**config.mk**
```make
export PLATFORM = sky130hd
export DESIGN_NAME = anm_mode_ctrl
export DESIGN_NICKNAME = d
export VERILOG_FILES = /design/src/logic/anm_strap_decode.v /design/src/logic/anm_resolve.v /design/src/logic/anm_mode_ctrl.v
export VERILOG_INCLUDE_DIRS = /design/src /design/src/logic
export SDC_FILE = /design/constraint.sdc
export NUM_CORES = 1
export LEC_CHECK = 0
export BUFFER_PORTS_ARGS = -buffer_cell sky130_fd_sc_hd__buf_2
export CAP_MARGIN = 5
export CELL_PAD_IN_SITES_DETAIL_PLACEMENT = 1
export CELL_PAD_IN_SITES_GLOBAL_PLACEMENT = 1
export CORE_ASPECT_RATIO = 0.8
export CORE_UTILIZATION = 39
export CTS_CLUSTER_SIZE = 24
export DETAILED_ROUTE_END_ITERATION = 8
export GPL_ROUTABILITY_DRIVEN = 0
export MAX_ROUTING_LAYER = met4
export PLACE_DENSITY = 0.83
export SLEW_MARGIN = 20
export SYNTH_ARGS = -nofsm -noshare
export SYNTH_HDL_FRONTEND = slang
export SYNTH_SLANG_ARGS = --single-unit
```
**constraint.sdc**
```tcl
create_clock -name clk -period 2 [get_ports clk]
set_input_delay 0.3 -clock clk [delete_from_list [all_inputs] [get_ports clk]]
set_output_delay 0.3 -clock clk [all_outputs]
set_load 0.03 [all_outputs]
```
**src/logic/anm_defines.vh**
```
// Register map, field positions, reset values and counts for the mode control block
`ifndef ANM_DEFINES_VH
`define ANM_DEFINES_VH

// Register indexes; the byte address is four times the index
`define ANM_IDX_BMC 5'h00
`define ANM_IDX_BMS 5'h01
`define ANM_IDX_ADV 5'h04
`define ANM_IDX_LPA 5'h05
`define ANM_IDX_PMS 5'h19

// Basic mode control fields
`define ANM_BMC_SWRST 15
`define ANM_BMC_SPD100 13
`define ANM_BMC_ANEN 12
`define ANM_BMC_RESTART 9
`define ANM_BMC_FDX 8
`define ANM_BMC_RST_VAL 16'h3000
`define ANM_BMC_WMASK 16'hb3ff

// Basic mode status fields
`define ANM_BMS_FIXED 16'h7809
`define ANM_BMS_ANDONE 5
`define ANM_BMS_LINK 2

// Advertisement register
`define ANM_ADV_DEF 16'h01e1
`define ANM_ADV_100F 8
`define ANM_ADV_100H 7
`define ANM_ADV_10F 6
`define ANM_ADV_10H 5

// Mode status fields
`define ANM_PMS_ANEN 10
`define ANM_PMS_FDX 7
`define ANM_PMS_SPD10 6

// Strap pin states
`define ANM_ST_L 2'h0
`define ANM_ST_M 2'h1
`define ANM_ST_H 2'h2
`define ANM_ST_C 2'h3

// Strap observation window in clock cycles
`define ANM_STRAP_WIN 64

// Bus responses
`define ANM_RESP_OKAY 2'h0
`define ANM_RESP_SLVERR 2'h2

`endif

```
**src/logic/anm_strap_decode.v**
```verilog
// Four-level strap classifier from two threshold comparator outputs
`timescale 1ns/1ps
`default_nettype none
`include "anm_defines.vh"

module anm_strap_decode #(
   parameter WIN = `ANM_STRAP_WIN
) (
   input wire clk,
   input wire resetn,
   input wire start,
   input wire cmp_lo,
   input wire cmp_hi,
   output reg [1:0] state_r,
   output reg done_r
);
   reg [15:0] cnt_r;
   reg busy_r;
   reg lo_d_r;
   reg hi_d_r;
   reg lo_tog_r;
   reg hi_tog_r;

   // ---------------------------------------------------------------
   // Watch both comparators over a window, then classify
   // ---------------------------------------------------------------
   always @(posedge clk or negedge resetn) begin
      if (!resetn) begin
         cnt_r <= 16'h0000;
         busy_r <= 1'b0;
         lo_d_r <= 1'b0;
         hi_d_r <= 1'b0;
         lo_tog_r <= 1'b0;
         hi_tog_r <= 1'b0;
         state_r <= `ANM_ST_M;
         done_r <= 1'b0;
      end else begin
         lo_d_r <= cmp_lo;
         hi_d_r <= cmp_hi;
         if (start && !busy_r && !done_r) begin
            busy_r <= 1'b1;
            cnt_r <= 16'h0000;
            lo_tog_r <= 1'b0;
            hi_tog_r <= 1'b0;
         end else if (busy_r) begin
            if (cnt_r != 16'h0000) begin
               if (cmp_lo != lo_d_r)
                  lo_tog_r <= 1'b1;
               if (cmp_hi != hi_d_r)
                  hi_tog_r <= 1'b1;
            end
            if (cnt_r == WIN[15:0] - 16'h0001) begin
               busy_r <= 1'b0;
               done_r <= 1'b1;
               // Both toggling is clock; a lone high-side trip reads mid
               if (lo_tog_r && hi_tog_r)
                  state_r <= `ANM_ST_C;
               else if (cmp_lo && cmp_hi)
                  state_r <= `ANM_ST_H;
               else if (!cmp_lo && !cmp_hi)
                  state_r <= `ANM_ST_L;
               else
                  state_r <= `ANM_ST_M;
            end else begin
               cnt_r <= cnt_r + 16'h0001;
            end
         end
      end
   end
endmodule // anm_strap_decode

`default_nettype wire

```
**src/logic/anm_resolve.v**
```verilog
// Priority resolution of common abilities after negotiation
`timescale 1ns/1ps
`default_nettype none
`include "anm_defines.vh"

module anm_resolve (
   input wire clk,
   input wire resetn,
   input wire [15:0] adv,
   input wire [15:0] lpa,
   input wire lpa_valid,
   output reg spd100_r,
   output reg fdx_r,
   output reg hit_r
);
   wire [3:0] common;

   // Partner abilities only count once negotiation has completed
   assign common = {adv[`ANM_ADV_100F] & lpa[`ANM_ADV_100F],
                    adv[`ANM_ADV_100H] & lpa[`ANM_ADV_100H],
                    adv[`ANM_ADV_10F] & lpa[`ANM_ADV_10F],
                    adv[`ANM_ADV_10H] & lpa[`ANM_ADV_10H]} & {4{lpa_valid}};

   always @(posedge clk or negedge resetn) begin
      if (!resetn) begin
         spd100_r <= 1'b0;
         fdx_r <= 1'b0;
         hit_r <= 1'b0;
      end else begin
         hit_r <= |common;
         if (common[3]) begin
            spd100_r <= 1'b1;
            fdx_r <= 1'b1;
         end else if (common[2]) begin
            spd100_r <= 1'b1;
            fdx_r <= 1'b0;
         end else if (common[1]) begin
            spd100_r <= 1'b0;
            fdx_r <= 1'b1;
         end else begin
            spd100_r <= 1'b0;
            fdx_r <= 1'b0;
         end
      end
   end
endmodule // anm_resolve

`default_nettype wire

```
**src/logic/anm_mode_ctrl.v**
```verilog
// Strap sampling, mode registers and operating mode selection
//
// Chosen here: register access over AXI4-Lite.
`timescale 1ns/1ps
`default_nettype none
`include "anm_defines.vh"

//Function
//- Each strap accepts low, high, mid, clock
//- Hardware reset loads status and advertisement from straps
//- Software reset restores defaults, ignores straps
//- Straps never touch control register contents
//- Software control write overrides strap negotiation choice
//- Advertisement register drives transmitted ability bursts
//- Mode status shows enable, duplex, speed in effect
//- Duplex, speed valid if disabled or complete
//- Pick best ability common to both sides
//- Priority 100 full, 100 half, 10 full, 10 half
//- Control register enables, disables, restarts negotiation
//- Bit 13 selects speed when negotiation off
//- Bit 8 selects duplex when negotiation off
//- Selection bits ignored while bit 12 set
//- Forced straps disable negotiation; mid-mid advertises all
//- Partner abilities valid only after negotiation completes
module anm_mode_ctrl #(
   parameter STRAP_WIN = `ANM_STRAP_WIN
) (
   input wire clk,
   input wire resetn,
   input wire [1:0] strap_pin_low_cmp,
   input wire [1:0] strap_pin_high_cmp,
   input wire an_complete,
   input wire link_up,
   input wire [15:0] partner_ability,
   output wire [15:0] adv_ability,
   output wire an_enable,
   output reg an_restart_r,
   output reg mode_spd100_r,
   output reg mode_fdx_r,
   output reg mode_valid_r,
   input wire [7:0] s_axi_awaddr,
   input wire s_axi_awvalid,
   output wire s_axi_awready,
   input wire [31:0] s_axi_wdata,
   input wire [3:0] s_axi_wstrb,
   input wire s_axi_wvalid,
   output wire s_axi_wready,
   output reg [1:0] s_axi_bresp,
   output reg s_axi_bvalid,
   input wire s_axi_bready,
   input wire [7:0] s_axi_araddr,
   input wire s_axi_arvalid,
   output wire s_axi_arready,
   output reg [31:0] s_axi_rdata,
   output reg [1:0] s_axi_rresp,
   output reg s_axi_rvalid,
   input wire s_axi_rready
);
   // ---------------------------------------------------------------
   // Strap comparator synchronisers
   // ---------------------------------------------------------------
   reg [3:0] cmp_s1_r;
   reg [3:0] cmp_s2_r;
   wire [3:0] cmp_raw;
   wire [1:0] st_low;
   wire [1:0] st_high;
   wire [1:0] dec_done;
   reg start_r;
   reg cap_done_r;
   reg strap_anen_r;
   reg strap_spd10_r;
   reg strap_fdx_r;

   assign cmp_raw = {strap_pin_high_cmp, strap_pin_low_cmp};

   genvar gi;
   generate
      for (gi = 0; gi < 4; gi = gi + 1) begin : g_sync
         always @(posedge clk or negedge resetn) begin
            if (!resetn) begin
               cmp_s1_r[gi] <= 1'b0;
               cmp_s2_r[gi] <= 1'b0;
            end else begin
               cmp_s1_r[gi] <= cmp_raw[gi];
               cmp_s2_r[gi] <= cmp_s1_r[gi];
            end
         end
      end
   endgenerate

   // Index 0,1 are the low pin comparators, 2,3 the high pin
   anm_strap_decode #(.WIN(STRAP_WIN)) u_dec_low (
      .clk(clk),
      .resetn(resetn),
      .start(start_r),
      .cmp_lo(cmp_s2_r[0]),
      .cmp_hi(cmp_s2_r[1]),
      .state_r(st_low),
      .done_r(dec_done[0])
   );

   anm_strap_decode #(.WIN(STRAP_WIN)) u_dec_high (
      .clk(clk),
      .resetn(resetn),
      .start(start_r),
      .cmp_lo(cmp_s2_r[2]),
      .cmp_hi(cmp_s2_r[3]),
      .state_r(st_high),
      .done_r(dec_done[1])
   );

   // ---------------------------------------------------------------
   // Strap table: {an_en, spd10, fdx, adv[8:0]}
   // ---------------------------------------------------------------
   function [11:0] strap_map;
      input [1:0] hi;
      input [1:0] lo;
      begin
         case ({hi, lo})
            {`ANM_ST_L, `ANM_ST_M}: strap_map = {3'b010, 9'h021};
            {`ANM_ST_H, `ANM_ST_M}: strap_map = {3'b011, 9'h041};
            {`ANM_ST_M, `ANM_ST_L}: strap_map = {3'b000, 9'h081};
            {`ANM_ST_M, `ANM_ST_H}: strap_map = {3'b001, 9'h101};
            {`ANM_ST_C, `ANM_ST_M}: strap_map = {3'b001, 9'h181};
            {`ANM_ST_M, `ANM_ST_C}: strap_map = {3'b001, 9'h141};
            {`ANM_ST_C, `ANM_ST_C}: strap_map = {3'b000, 9'h0a1};
            {`ANM_ST_M, `ANM_ST_M}: strap_map = {3'b100, 9'h1e1};
            {`ANM_ST_L, `ANM_ST_L}: strap_map = {3'b100, 9'h021};
            {`ANM_ST_L, `ANM_ST_H}: strap_map = {3'b100, 9'h041};
            {`ANM_ST_H, `ANM_ST_L}: strap_map = {3'b100, 9'h081};
            {`ANM_ST_H, `ANM_ST_H}: strap_map = {3'b100, 9'h101};
            {`ANM_ST_C, `ANM_ST_H}: strap_map = {3'b100, 9'h141};
            {`ANM_ST_C, `ANM_ST_L}: strap_map = {3'b100, 9'h0a1};
            {`ANM_ST_H, `ANM_ST_C}: strap_map = {3'b100, 9'h181};
            {`ANM_ST_L, `ANM_ST_C}: strap_map = {3'b100, 9'h061};
            default: strap_map = {3'b100, 9'h1e1};
         endcase
      end
   endfunction

   function [5:0] reg_idx;
      input [7:0] addr;
      begin
         // Bit 5 flags a mapped word
         if (addr[1:0] != 2'h0 || addr[7])
            reg_idx = 6'h00;
         else if (addr[6:2] == `ANM_IDX_BMC || addr[6:2] == `ANM_IDX_BMS ||
                  addr[6:2] == `ANM_IDX_ADV || addr[6:2] == `ANM_IDX_LPA ||
                  addr[6:2] == `ANM_IDX_PMS)
            reg_idx = {1'b1, addr[6:2]};
         else
            reg_idx = 6'h00;
      end
   endfunction

   wire [11:0] strap_cfg;
   assign strap_cfg = strap_map(st_high, st_low);

   // ---------------------------------------------------------------
   // Registers and bus slave
   // ---------------------------------------------------------------
   reg [15:0] bmc_r;
   reg [15:0] adv_r;
   reg ovr_r;
   reg aw_hold_r;
   reg w_hold_r;
   reg [7:0] awaddr_r;
   reg [31:0] wdata_r;
   reg [3:0] wstrb_r;
   wire [5:0] wr_idx;
   wire [5:0] rd_idx;
   wire do_write;
   wire [15:0] wmask;
   wire [15:0] bmc_wr;
   wire [15:0] adv_wr;
   wire an_en_eff;
   wire frc_spd100;
   wire frc_fdx;
   wire res_spd100;
   wire res_fdx;
   wire res_hit;
   wire [15:0] bms_val;
   wire [15:0] pms_val;
   reg [15:0] rd_val;

   assign s_axi_awready = !aw_hold_r && !s_axi_bvalid;
   assign s_axi_wready = !w_hold_r && !s_axi_bvalid;
   assign s_axi_arready = !s_axi_rvalid;
   assign do_write = aw_hold_r && w_hold_r && !s_axi_bvalid;
   assign wr_idx = reg_idx(awaddr_r);
   assign rd_idx = reg_idx(s_axi_araddr);
   assign wmask = {{8{wstrb_r[1]}}, {8{wstrb_r[0]}}};
   assign bmc_wr = ((bmc_r & ~wmask) | (wdata_r[15:0] & wmask)) & `ANM_BMC_WMASK;
   assign adv_wr = (adv_r & ~wmask) | (wdata_r[15:0] & wmask);

   always @(posedge clk or negedge resetn) begin
      if (!resetn) begin
         start_r <= 1'b0;
         cap_done_r <= 1'b0;
         strap_anen_r <= 1'b0;
         strap_spd10_r <= 1'b0;
         strap_fdx_r <= 1'b0;
         bmc_r <= `ANM_BMC_RST_VAL;
         adv_r <= `ANM_ADV_DEF;
         ovr_r <= 1'b0;
         an_restart_r <= 1'b0;
         aw_hold_r <= 1'b0;
         w_hold_r <= 1'b0;
         awaddr_r <= 8'h00;
         wdata_r <= 32'h00000000;
         wstrb_r <= 4'h0;
         s_axi_bvalid <= 1'b0;
         s_axi_bresp <= `ANM_RESP_OKAY;
      end else begin
         start_r <= 1'b1;
         an_restart_r <= 1'b0;
         // One-time capture after hardware reset release
         if (&dec_done && !cap_done_r) begin
            cap_done_r <= 1'b1;
            strap_anen_r <= strap_cfg[11];
            strap_spd10_r <= strap_cfg[10];
            strap_fdx_r <= strap_cfg[9];
            adv_r <= {adv_r[15:9], strap_cfg[8:0]};
         end
         if (s_axi_awvalid && s_axi_awready) begin
            aw_hold_r <= 1'b1;
            awaddr_r <= s_axi_awaddr;
         end
         if (s_axi_wvalid && s_axi_wready) begin
            w_hold_r <= 1'b1;
            wdata_r <= s_axi_wdata;
            wstrb_r <= s_axi_wstrb;
         end
         if (do_write) begin
            aw_hold_r <= 1'b0;
            w_hold_r <= 1'b0;
            s_axi_bvalid <= 1'b1;
            s_axi_bresp <= wr_idx[5] ? `ANM_RESP_OKAY : `ANM_RESP_SLVERR;
            if (wr_idx == {1'b1, `ANM_IDX_BMC}) begin
               if (wstrb_r[1] && wdata_r[`ANM_BMC_SWRST]) begin
                  bmc_r <= `ANM_BMC_RST_VAL;
                  adv_r <= `ANM_ADV_DEF;
                  ovr_r <= 1'b1;
                  an_restart_r <= 1'b1;
               end else begin
                  // Restart and reset bits self-clear
                  bmc_r <= bmc_wr & ~(16'h0001 << `ANM_BMC_RESTART);
                  ovr_r <= 1'b1;
                  if (bmc_wr[`ANM_BMC_RESTART] ||
                      (bmc_wr[`ANM_BMC_ANEN] && !an_en_eff))
                     an_restart_r <= 1'b1;
               end
            end else if (wr_idx == {1'b1, `ANM_IDX_ADV}) begin
               adv_r <= adv_wr;
            end
         end
         if (s_axi_bvalid && s_axi_bready)
            s_axi_bvalid <= 1'b0;
      end
   end

   // ---------------------------------------------------------------
   // Operating mode selection
   // ---------------------------------------------------------------
   assign an_en_eff = ovr_r ? bmc_r[`ANM_BMC_ANEN] : strap_anen_r;
   assign frc_spd100 = ovr_r ? bmc_r[`ANM_BMC_SPD100] : !strap_spd10_r;
   assign frc_fdx = ovr_r ? bmc_r[`ANM_BMC_FDX] : strap_fdx_r;
   assign an_enable = an_en_eff && cap_done_r;
   assign adv_ability = adv_r;

   anm_resolve u_res (
      .clk(clk),
      .resetn(resetn),
      .adv(adv_r),
      .lpa(partner_ability),
      .lpa_valid(an_complete),
      .spd100_r(res_spd100),
      .fdx_r(res_fdx),
      .hit_r(res_hit)
   );

   always @(posedge clk or negedge resetn) begin
      if (!resetn) begin
         mode_spd100_r <= 1'b0;
         mode_fdx_r <= 1'b0;
         mode_valid_r <= 1'b0;
      end else if (!an_en_eff) begin
         mode_spd100_r <= frc_spd100;
         mode_fdx_r <= frc_fdx;
         mode_valid_r <= cap_done_r;
      end else begin
         // Forced selection bits take no part here
         mode_spd100_r <= res_spd100;
         mode_fdx_r <= res_fdx;
         mode_valid_r <= an_complete && res_hit;
      end
   end

   // ---------------------------------------------------------------
   // Read path
   // ---------------------------------------------------------------
   assign bms_val = `ANM_BMS_FIXED | ({15'h0000, an_complete} << `ANM_BMS_ANDONE) |
                    ({15'h0000, link_up} << `ANM_BMS_LINK);
   assign pms_val = ({15'h0000, an_en_eff} << `ANM_PMS_ANEN) |
                    ({15'h0000, mode_fdx_r} << `ANM_PMS_FDX) |
                    ({15'h0000, !mode_spd100_r} << `ANM_PMS_SPD10);

   always @* begin
      case (rd_idx)
         {1'b1, `ANM_IDX_BMC}: rd_val = bmc_r;
         {1'b1, `ANM_IDX_BMS}: rd_val = bms_val;
         {1'b1, `ANM_IDX_ADV}: rd_val = adv_r;
         {1'b1, `ANM_IDX_LPA}: rd_val = partner_ability;
         {1'b1, `ANM_IDX_PMS}: rd_val = pms_val;
         default: rd_val = 16'h0000;
      endcase
   end

   always @(posedge clk or negedge resetn) begin
      if (!resetn) begin
         s_axi_rvalid <= 1'b0;
         s_axi_rdata <= 32'h00000000;
         s_axi_rresp <= `ANM_RESP_OKAY;
      end else if (s_axi_arvalid && s_axi_arready) begin
         s_axi_rvalid <= 1'b1;
         s_axi_rdata <= {16'h0000, rd_val};
         s_axi_rresp <= rd_idx[5] ? `ANM_RESP_OKAY : `ANM_RESP_SLVERR;
      end else if (s_axi_rvalid && s_axi_rready) begin
         s_axi_rvalid <= 1'b0;
      end
   end
endmodule // anm_mode_ctrl

`default_nettype wire

```
======== Word level (Yosys, flattened, before mapping) ========
Memories as Yosys holds them, arrays and structs flattened.
Index checks and enable logic that the tools add are counted.
operators by class
  $add $sub $neg .......................... 2
  equality and inequality tests ........... 23
  muxes and demuxes ....................... 70
  bitwise logic cells ..................... 16
  reductions and logical operators ........ 80
operator list
  operator                 count
  $mux W16                 11
  $pmux W16 S5             1
  $and A16 B16 Y16         3
  $mux W1                  47
  $eq A6 B6 Y1 const B     7
  $add A16 B1 Y16 const B  2
  $eq A16 B6 Y1 const B    2
  $or A16 B16 Y16          2
  $reduce_bool A16 Y1      2
  $reduce_bool A2 Y1       14
  $logic_and A1 B1 Y1      24
  $mux W6                  4
  $eq A5 B3 Y1 const B     4
  $reduce_and A3 Y1        6
  $logic_not A1 Y1         16
  $not A16 Y16             1
  $or A15 B3 Y15           1
  $mux W2                  6
  $logic_or A1 B1 Y1       11
  $or A11 B7 Y11           1
  $or A11 B8 Y11           1
  $eq A5 B1 Y1 const B     2
  $eq A5 B5 Y1 const B     2
  $logic_not A5 Y1         2
  8 further kinds          19
word-level totals
  flip-flop bits (word level) ............. 151
  memory bits (read-only) ................. 112
  input bits .............................. 81
  memories ................................ 1
memory list
  name              words  width  rd ports  clocked after Yosys merged registers in  wr ports  RTL line             text
  (name not given)  16     7      1         0                                        0         anm_mode_ctrl.v:119  case ({hi, lo})

======== Depth between registers and ports, before layout ========
  word-level depth ........................ 11
  depth in mapped cells ................... 6

======== Cells and area by module ========
From an unflattened synthesis, not the netlist that was laid out.
unflattened totals
  cells, all modules ...................... 686
  area, all modules ....................... 7312.0 um^2
modules (own cells, without submodules)
  module                         instances  cells an instance  area each (um^2)
  anm_mode_ctrl                  1          391                4476.8
  anm_strap_decode (u_dec_high)  1          137                1358.8
  anm_strap_decode (u_dec_low)   1          147                1350.0
  anm_resolve                    1          11                 126.4

======== Worst setup path before layout ========
Ideal clock, no wire load.
  path type ............................... reg-to-reg
  start ................................... register s_axi_bvalid
  end ..................................... register wdata_r[0]
  arrival time ............................ 1894 ps
  data required time ...................... 1875 ps
  slack ................................... -18 ps
  stages on the path, launching flop included .. 5
  period minus slack after synthesis ...... 2018 ps
  cells stage by stage .................... dfrtp_1 nor2_1 and2_1 clkbuf_1 mux2_2
between the ends
  longest elaborated chain between the ends .. 3
RTL lines
  item                      RTL line             text
  start: declaration        anm_mode_ctrl.v:49   output reg s_axi_bvalid,
  start signal: assignment  anm_mode_ctrl.v:212  s_axi_bvalid <= 1'b0;
  start signal: assignment  anm_mode_ctrl.v:237  s_axi_bvalid <= 1'b1;
  start signal: assignment  anm_mode_ctrl.v:258  s_axi_bvalid <= 1'b0;
  $logic_not A1 Y1          anm_mode_ctrl.v:187  assign s_axi_wready = !w_hold_r && !s_axi_bvalid;
  $logic_and A1 B1 Y1       anm_mode_ctrl.v:187
  named net s_axi_wready    anm_mode_ctrl.v:47   output wire s_axi_wready,
  $logic_and A1 B1 Y1       anm_mode_ctrl.v:229  if (s_axi_wvalid && s_axi_wready) begin
  end signal: assignment    anm_mode_ctrl.v:231  wdata_r <= s_axi_wdata;
  end: declaration          anm_mode_ctrl.v:168  reg [31:0] wdata_r;
The timed path passes the listed nets, and every way through them passes these cells.
A chain may end at the register's enable or synchronous reset.

==> results.yml <==
flow_run:
  drv_cap: 0
drt:
  post_drt_wl_per_cell_um: 19.2
  postRouteWirelength_mm: 19.9
  detail_route.drc_violations: 10
  via_per_inst: 5.60
  drt_iter0_drc: 418
  drt.antenna.violating_nets: 0
  routed-via-count: 5802
  firstDrtPassIters: 9
die:
  die_x_um: 153
  area_of_the_die_um2: 18700
  start_util_pct: 40.4
  core_um2: 17500
  die_outline_height_um: 123
  std_cell_rows: 43
  design.portCount: 143
clock_tree:
  ctsLongestPathBuffers: 2
  cts.sink_count: 145
  clock_latency_ns: 0.44
  cts-root-buf: "sky130_fd_sc_hd__clkbuf_16"
  clk_transition_reported_paths_ns: 0.06
  htreeDepth: 4
  tritoncts.num_buffers: 17
  tritoncts_clock_tree: "built"
layout:
  drive_above_1_share_pct: 29.1
  areaGrowthSynthToFinish_pct: 22.0
  antenna-diode-count: 0
  fin_nets: 890
synth:
  yosys_warnings: 0
  synth_top_area_share_pct: 48.0
  netlist_top_cells_area: "sky130_fd_sc_hd__dfrtp_1, sky130_fd_sc_hd__mux2_2, sky130_fd_sc_hd__mux2i_1"
  synth_top_cells_by_count: "sky130_fd_sc_hd__dfrtp_1, sky130_fd_sc_hd__nand2_1, sky130_fd_sc_hd__nor2_1"
  largest_family_of_logic_cells_by_synthesized_area: "simple AND/OR/NAND/NOR gates"
  yosysSeqAreaShare_pct: 51.3
  dominantRegCellSynth: "sky130_fd_sc_hd__dfrtp_1"
  netlist_area_before_placement_um2: 7090
  async_s_r_ff_share_synth_pct: 100
  synth_largest_area_cell: "sky130_fd_sc_hd__dfrtp_1"
  yosys_register_bits: 145
  most_instantiated_library_cell_after_synthesis: "sky130_fd_sc_hd__dfrtp_1"
  synthSimpleGateAreaFrac_pct: 16.2
  synthMuxAreaShare_pct: 8.95
  synth-adder-area-share_pct: 1.94
  postSynthAreaPerCell_um2: 10.6
  synth-xor-area-share_pct: 0.988
  synth-edff-count: 0
  distinct_cells_synth: 67
  post_synthesis_compound_gate_area_fraction_pct: 15.6
  gate_count_of_the_mapped_netlist: 669
run_status:
  failed_checks: "DRC, setup timing"
  outcome: "finished with violations"
sta:
  rsz0062_at_grt: "true"
  tightest_slew_ns: 0.671
  hold_violations_final: 0
  post-route-period-util_pct: 100
  finClkSkew_ns: 0.0104
  final_period_minus_worst_setup_slack_ns: 2.01
  final_max_slew_viol_count: 0
  setup_violations: 1
  fin_ws_ns: -0.00732
  fmaxAchievable_mhz: 498
  slew-limit-headroom_pct: 54.1
global_route:
  maximum_number_of_pins_on_one_net_before_global_route_repair: 39
  gr-total-overflow: 0
  track_usage_pct: 23.0
  grt_first_pass_wirelength_mm: 32.1
  antenna_found_initial: 0
  first_global_vias: 5869
power:
  highest_ir_drop_seen_on_vdd_mv: 0.521
  p_total_mw: 10.6
  power.leakage_nw: 4.09
  power.density_cell_area_nw_per_um2: 1230
hold_path:
  worstHoldPathType: "in -> reg"
place:
  dp_hpwl_mm: 13.9
  pre_cts_ws_ns: 0.0284
  numPortBuffers: 106
critical_path:
  worst-path-max-fanout: 7
  crit_path_start_kind: "flop"
  worstPathArrival_ns: 2.35
  critical_path_class: "reg -> reg"
  required_time_worst_endpoint_ns: 2.35
  setup.worst_path.end_class: "flop"
## final timing paths
| path | slack [ns] | cells past startpoint | end | from |
|---|---|---|---|---|
| max in group asynchronous | 0.98 | 3 | async pin | resetn |
| min in group asynchronous | 0.34 | 2 | s_axi_rdata[15] | resetn |
| worst max-delay path | -0.007 | 4 | flop | awaddr_r[3] |
| worst min-delay path | 0.05 | 2 | s_axi_rvalid | s_axi_rready |
| worst min register to register | 0.35 | 0 | cmp_s2_r[3] | cmp_s1_r[3] |
| worst max register to register | -0.007 | 4 | flop | awaddr_r[3] |
## metrics by stage
stage | TNS (ns) | instance area, um2 | utilization, % | std cells | hold slack, ns
2_1_floorplan | 0 | 7160 | - | 686 | 0.00441
3_3_place_gp | 0 | 7960 | 45.4 | 999 | 0.224
3_5_place_dp | 0 | 7960 | 45.4 | 999 | 0.229
4_1_cts | -0.0114 | 8620 | 49.2 | 1036 | 0.0330
5_1_grt | -0.191 | 8650 | 49.3 | 1036 | 0.0478
6_report | -0.00732 | 8650 | 49.3 | 1036 | 0.0507
## registers in the layout, summed over array words and instances (netlist names), 2 cells and up, named ones only
name,cells
bmc_r,12
s_axi_rdata,16
u_dec_high.cnt_r,16
u_dec_low.state_r,2
wdata_r,16
adv_ability,7
u_dec_high.state_r,2
awaddr_r,8
cmp_s1_r,4
wstrb_r,2
u_dec_low.cnt_r,16
cmp_s2_r,4
## cells by family after synthesis
| family | Yosys count |
|---|---|
| compound gates | 166 |
| xor+xnor | 8 |
| fa+ha+maj | 11 |
| flops | 145 |
| mux | 58 |
| simple gates | 211 |
| buf+inv | 68 |
| other cells | 2 |
## repair_timing
| item | 4_1_cts | 5_1_grt |
|---|---|---|
| setup buffers | 0 | 0 |
| gates resized for setup | 4 | 7 |
| setup endpoints to repair | 7 | 22 |
| pin swaps | 0 | 1 |
| hold buffers | 5 | 0 |
| endpoints found under the hold margin | 31 | 0 |
## placed cells by master, fill, tap and decap left out, types with 9 or more instances in the layout
master                        n
sky130_fd_sc_hd__dfrtp_1    136
sky130_fd_sc_hd__buf_2      105
sky130_fd_sc_hd__nand2_1     57
sky130_fd_sc_hd__nor2_1      37
sky130_fd_sc_hd__o21ai_0     36
sky130_fd_sc_hd__mux2_2      32
sky130_fd_sc_hd__a21oi_1     31
sky130_fd_sc_hd__buf_4       27
sky130_fd_sc_hd__mux2i_1     23
sky130_fd_sc_hd__a31oi_1     20
sky130_fd_sc_hd__inv_1       19
sky130_fd_sc_hd__conb_1      19
sky130_fd_sc_hd__clkbuf_16   17
sky130_fd_sc_hd__a22o_1      15
sky130_fd_sc_hd__nand3_1     14
sky130_fd_sc_hd__and2_1      14
sky130_fd_sc_hd__nand2b_1    12
sky130_fd_sc_hd__o211ai_1    11
sky130_fd_sc_hd__and3_1      11
sky130_fd_sc_hd__or3_1       11
sky130_fd_sc_hd__ha_1        11
sky130_fd_sc_hd__nand4_1      9
sky130_fd_sc_hd__dfstp_2      9
## report_power, final
group / switching (mW) / total (mW) / leakage (nW) / internal [mW]
sequential: 0.812 / 4.46 / 1.83 / 3.65
clock: 1.30 / 3.30 / 0.293 / 1.99
combinational: 1.60 / 2.85 / 1.96 / 1.25
total: 3.72 / 10.6 / 4.09 / 6.89
## critical path: stages (launching register included)
cell                       delay (ns)
sky130_fd_sc_hd__dfrtp_1         0.38
sky130_fd_sc_hd__or4_4           0.63
sky130_fd_sc_hd__or4b_4          0.65
sky130_fd_sc_hd__o21ai_1         0.16
sky130_fd_sc_hd__o211ai_1        0.11
## metal layers
metal | global-route usage [%] | vias to the layer above | routed length, um
met4 | 8.84 | 0 | 370
met2 | 34.3 | 161 | 9260
met5 | - | - | 0
met1 | 30.3 | 2938 | 9130
li1 | - | 2662 | -
met3 | 5.72 | 41 | 1150
## cell type report
class	count	area [um2]
Fill cell	1940	8890
Inverter	20	75.1
Clock inverter	13	160
Timing Repair Buffer	141	841
Tap cell	225	282
Multi-Input combinational cell	473	3210
Clock buffer	19	443
Sequential cell	145	3640
(Power assumes the default switching activity.)
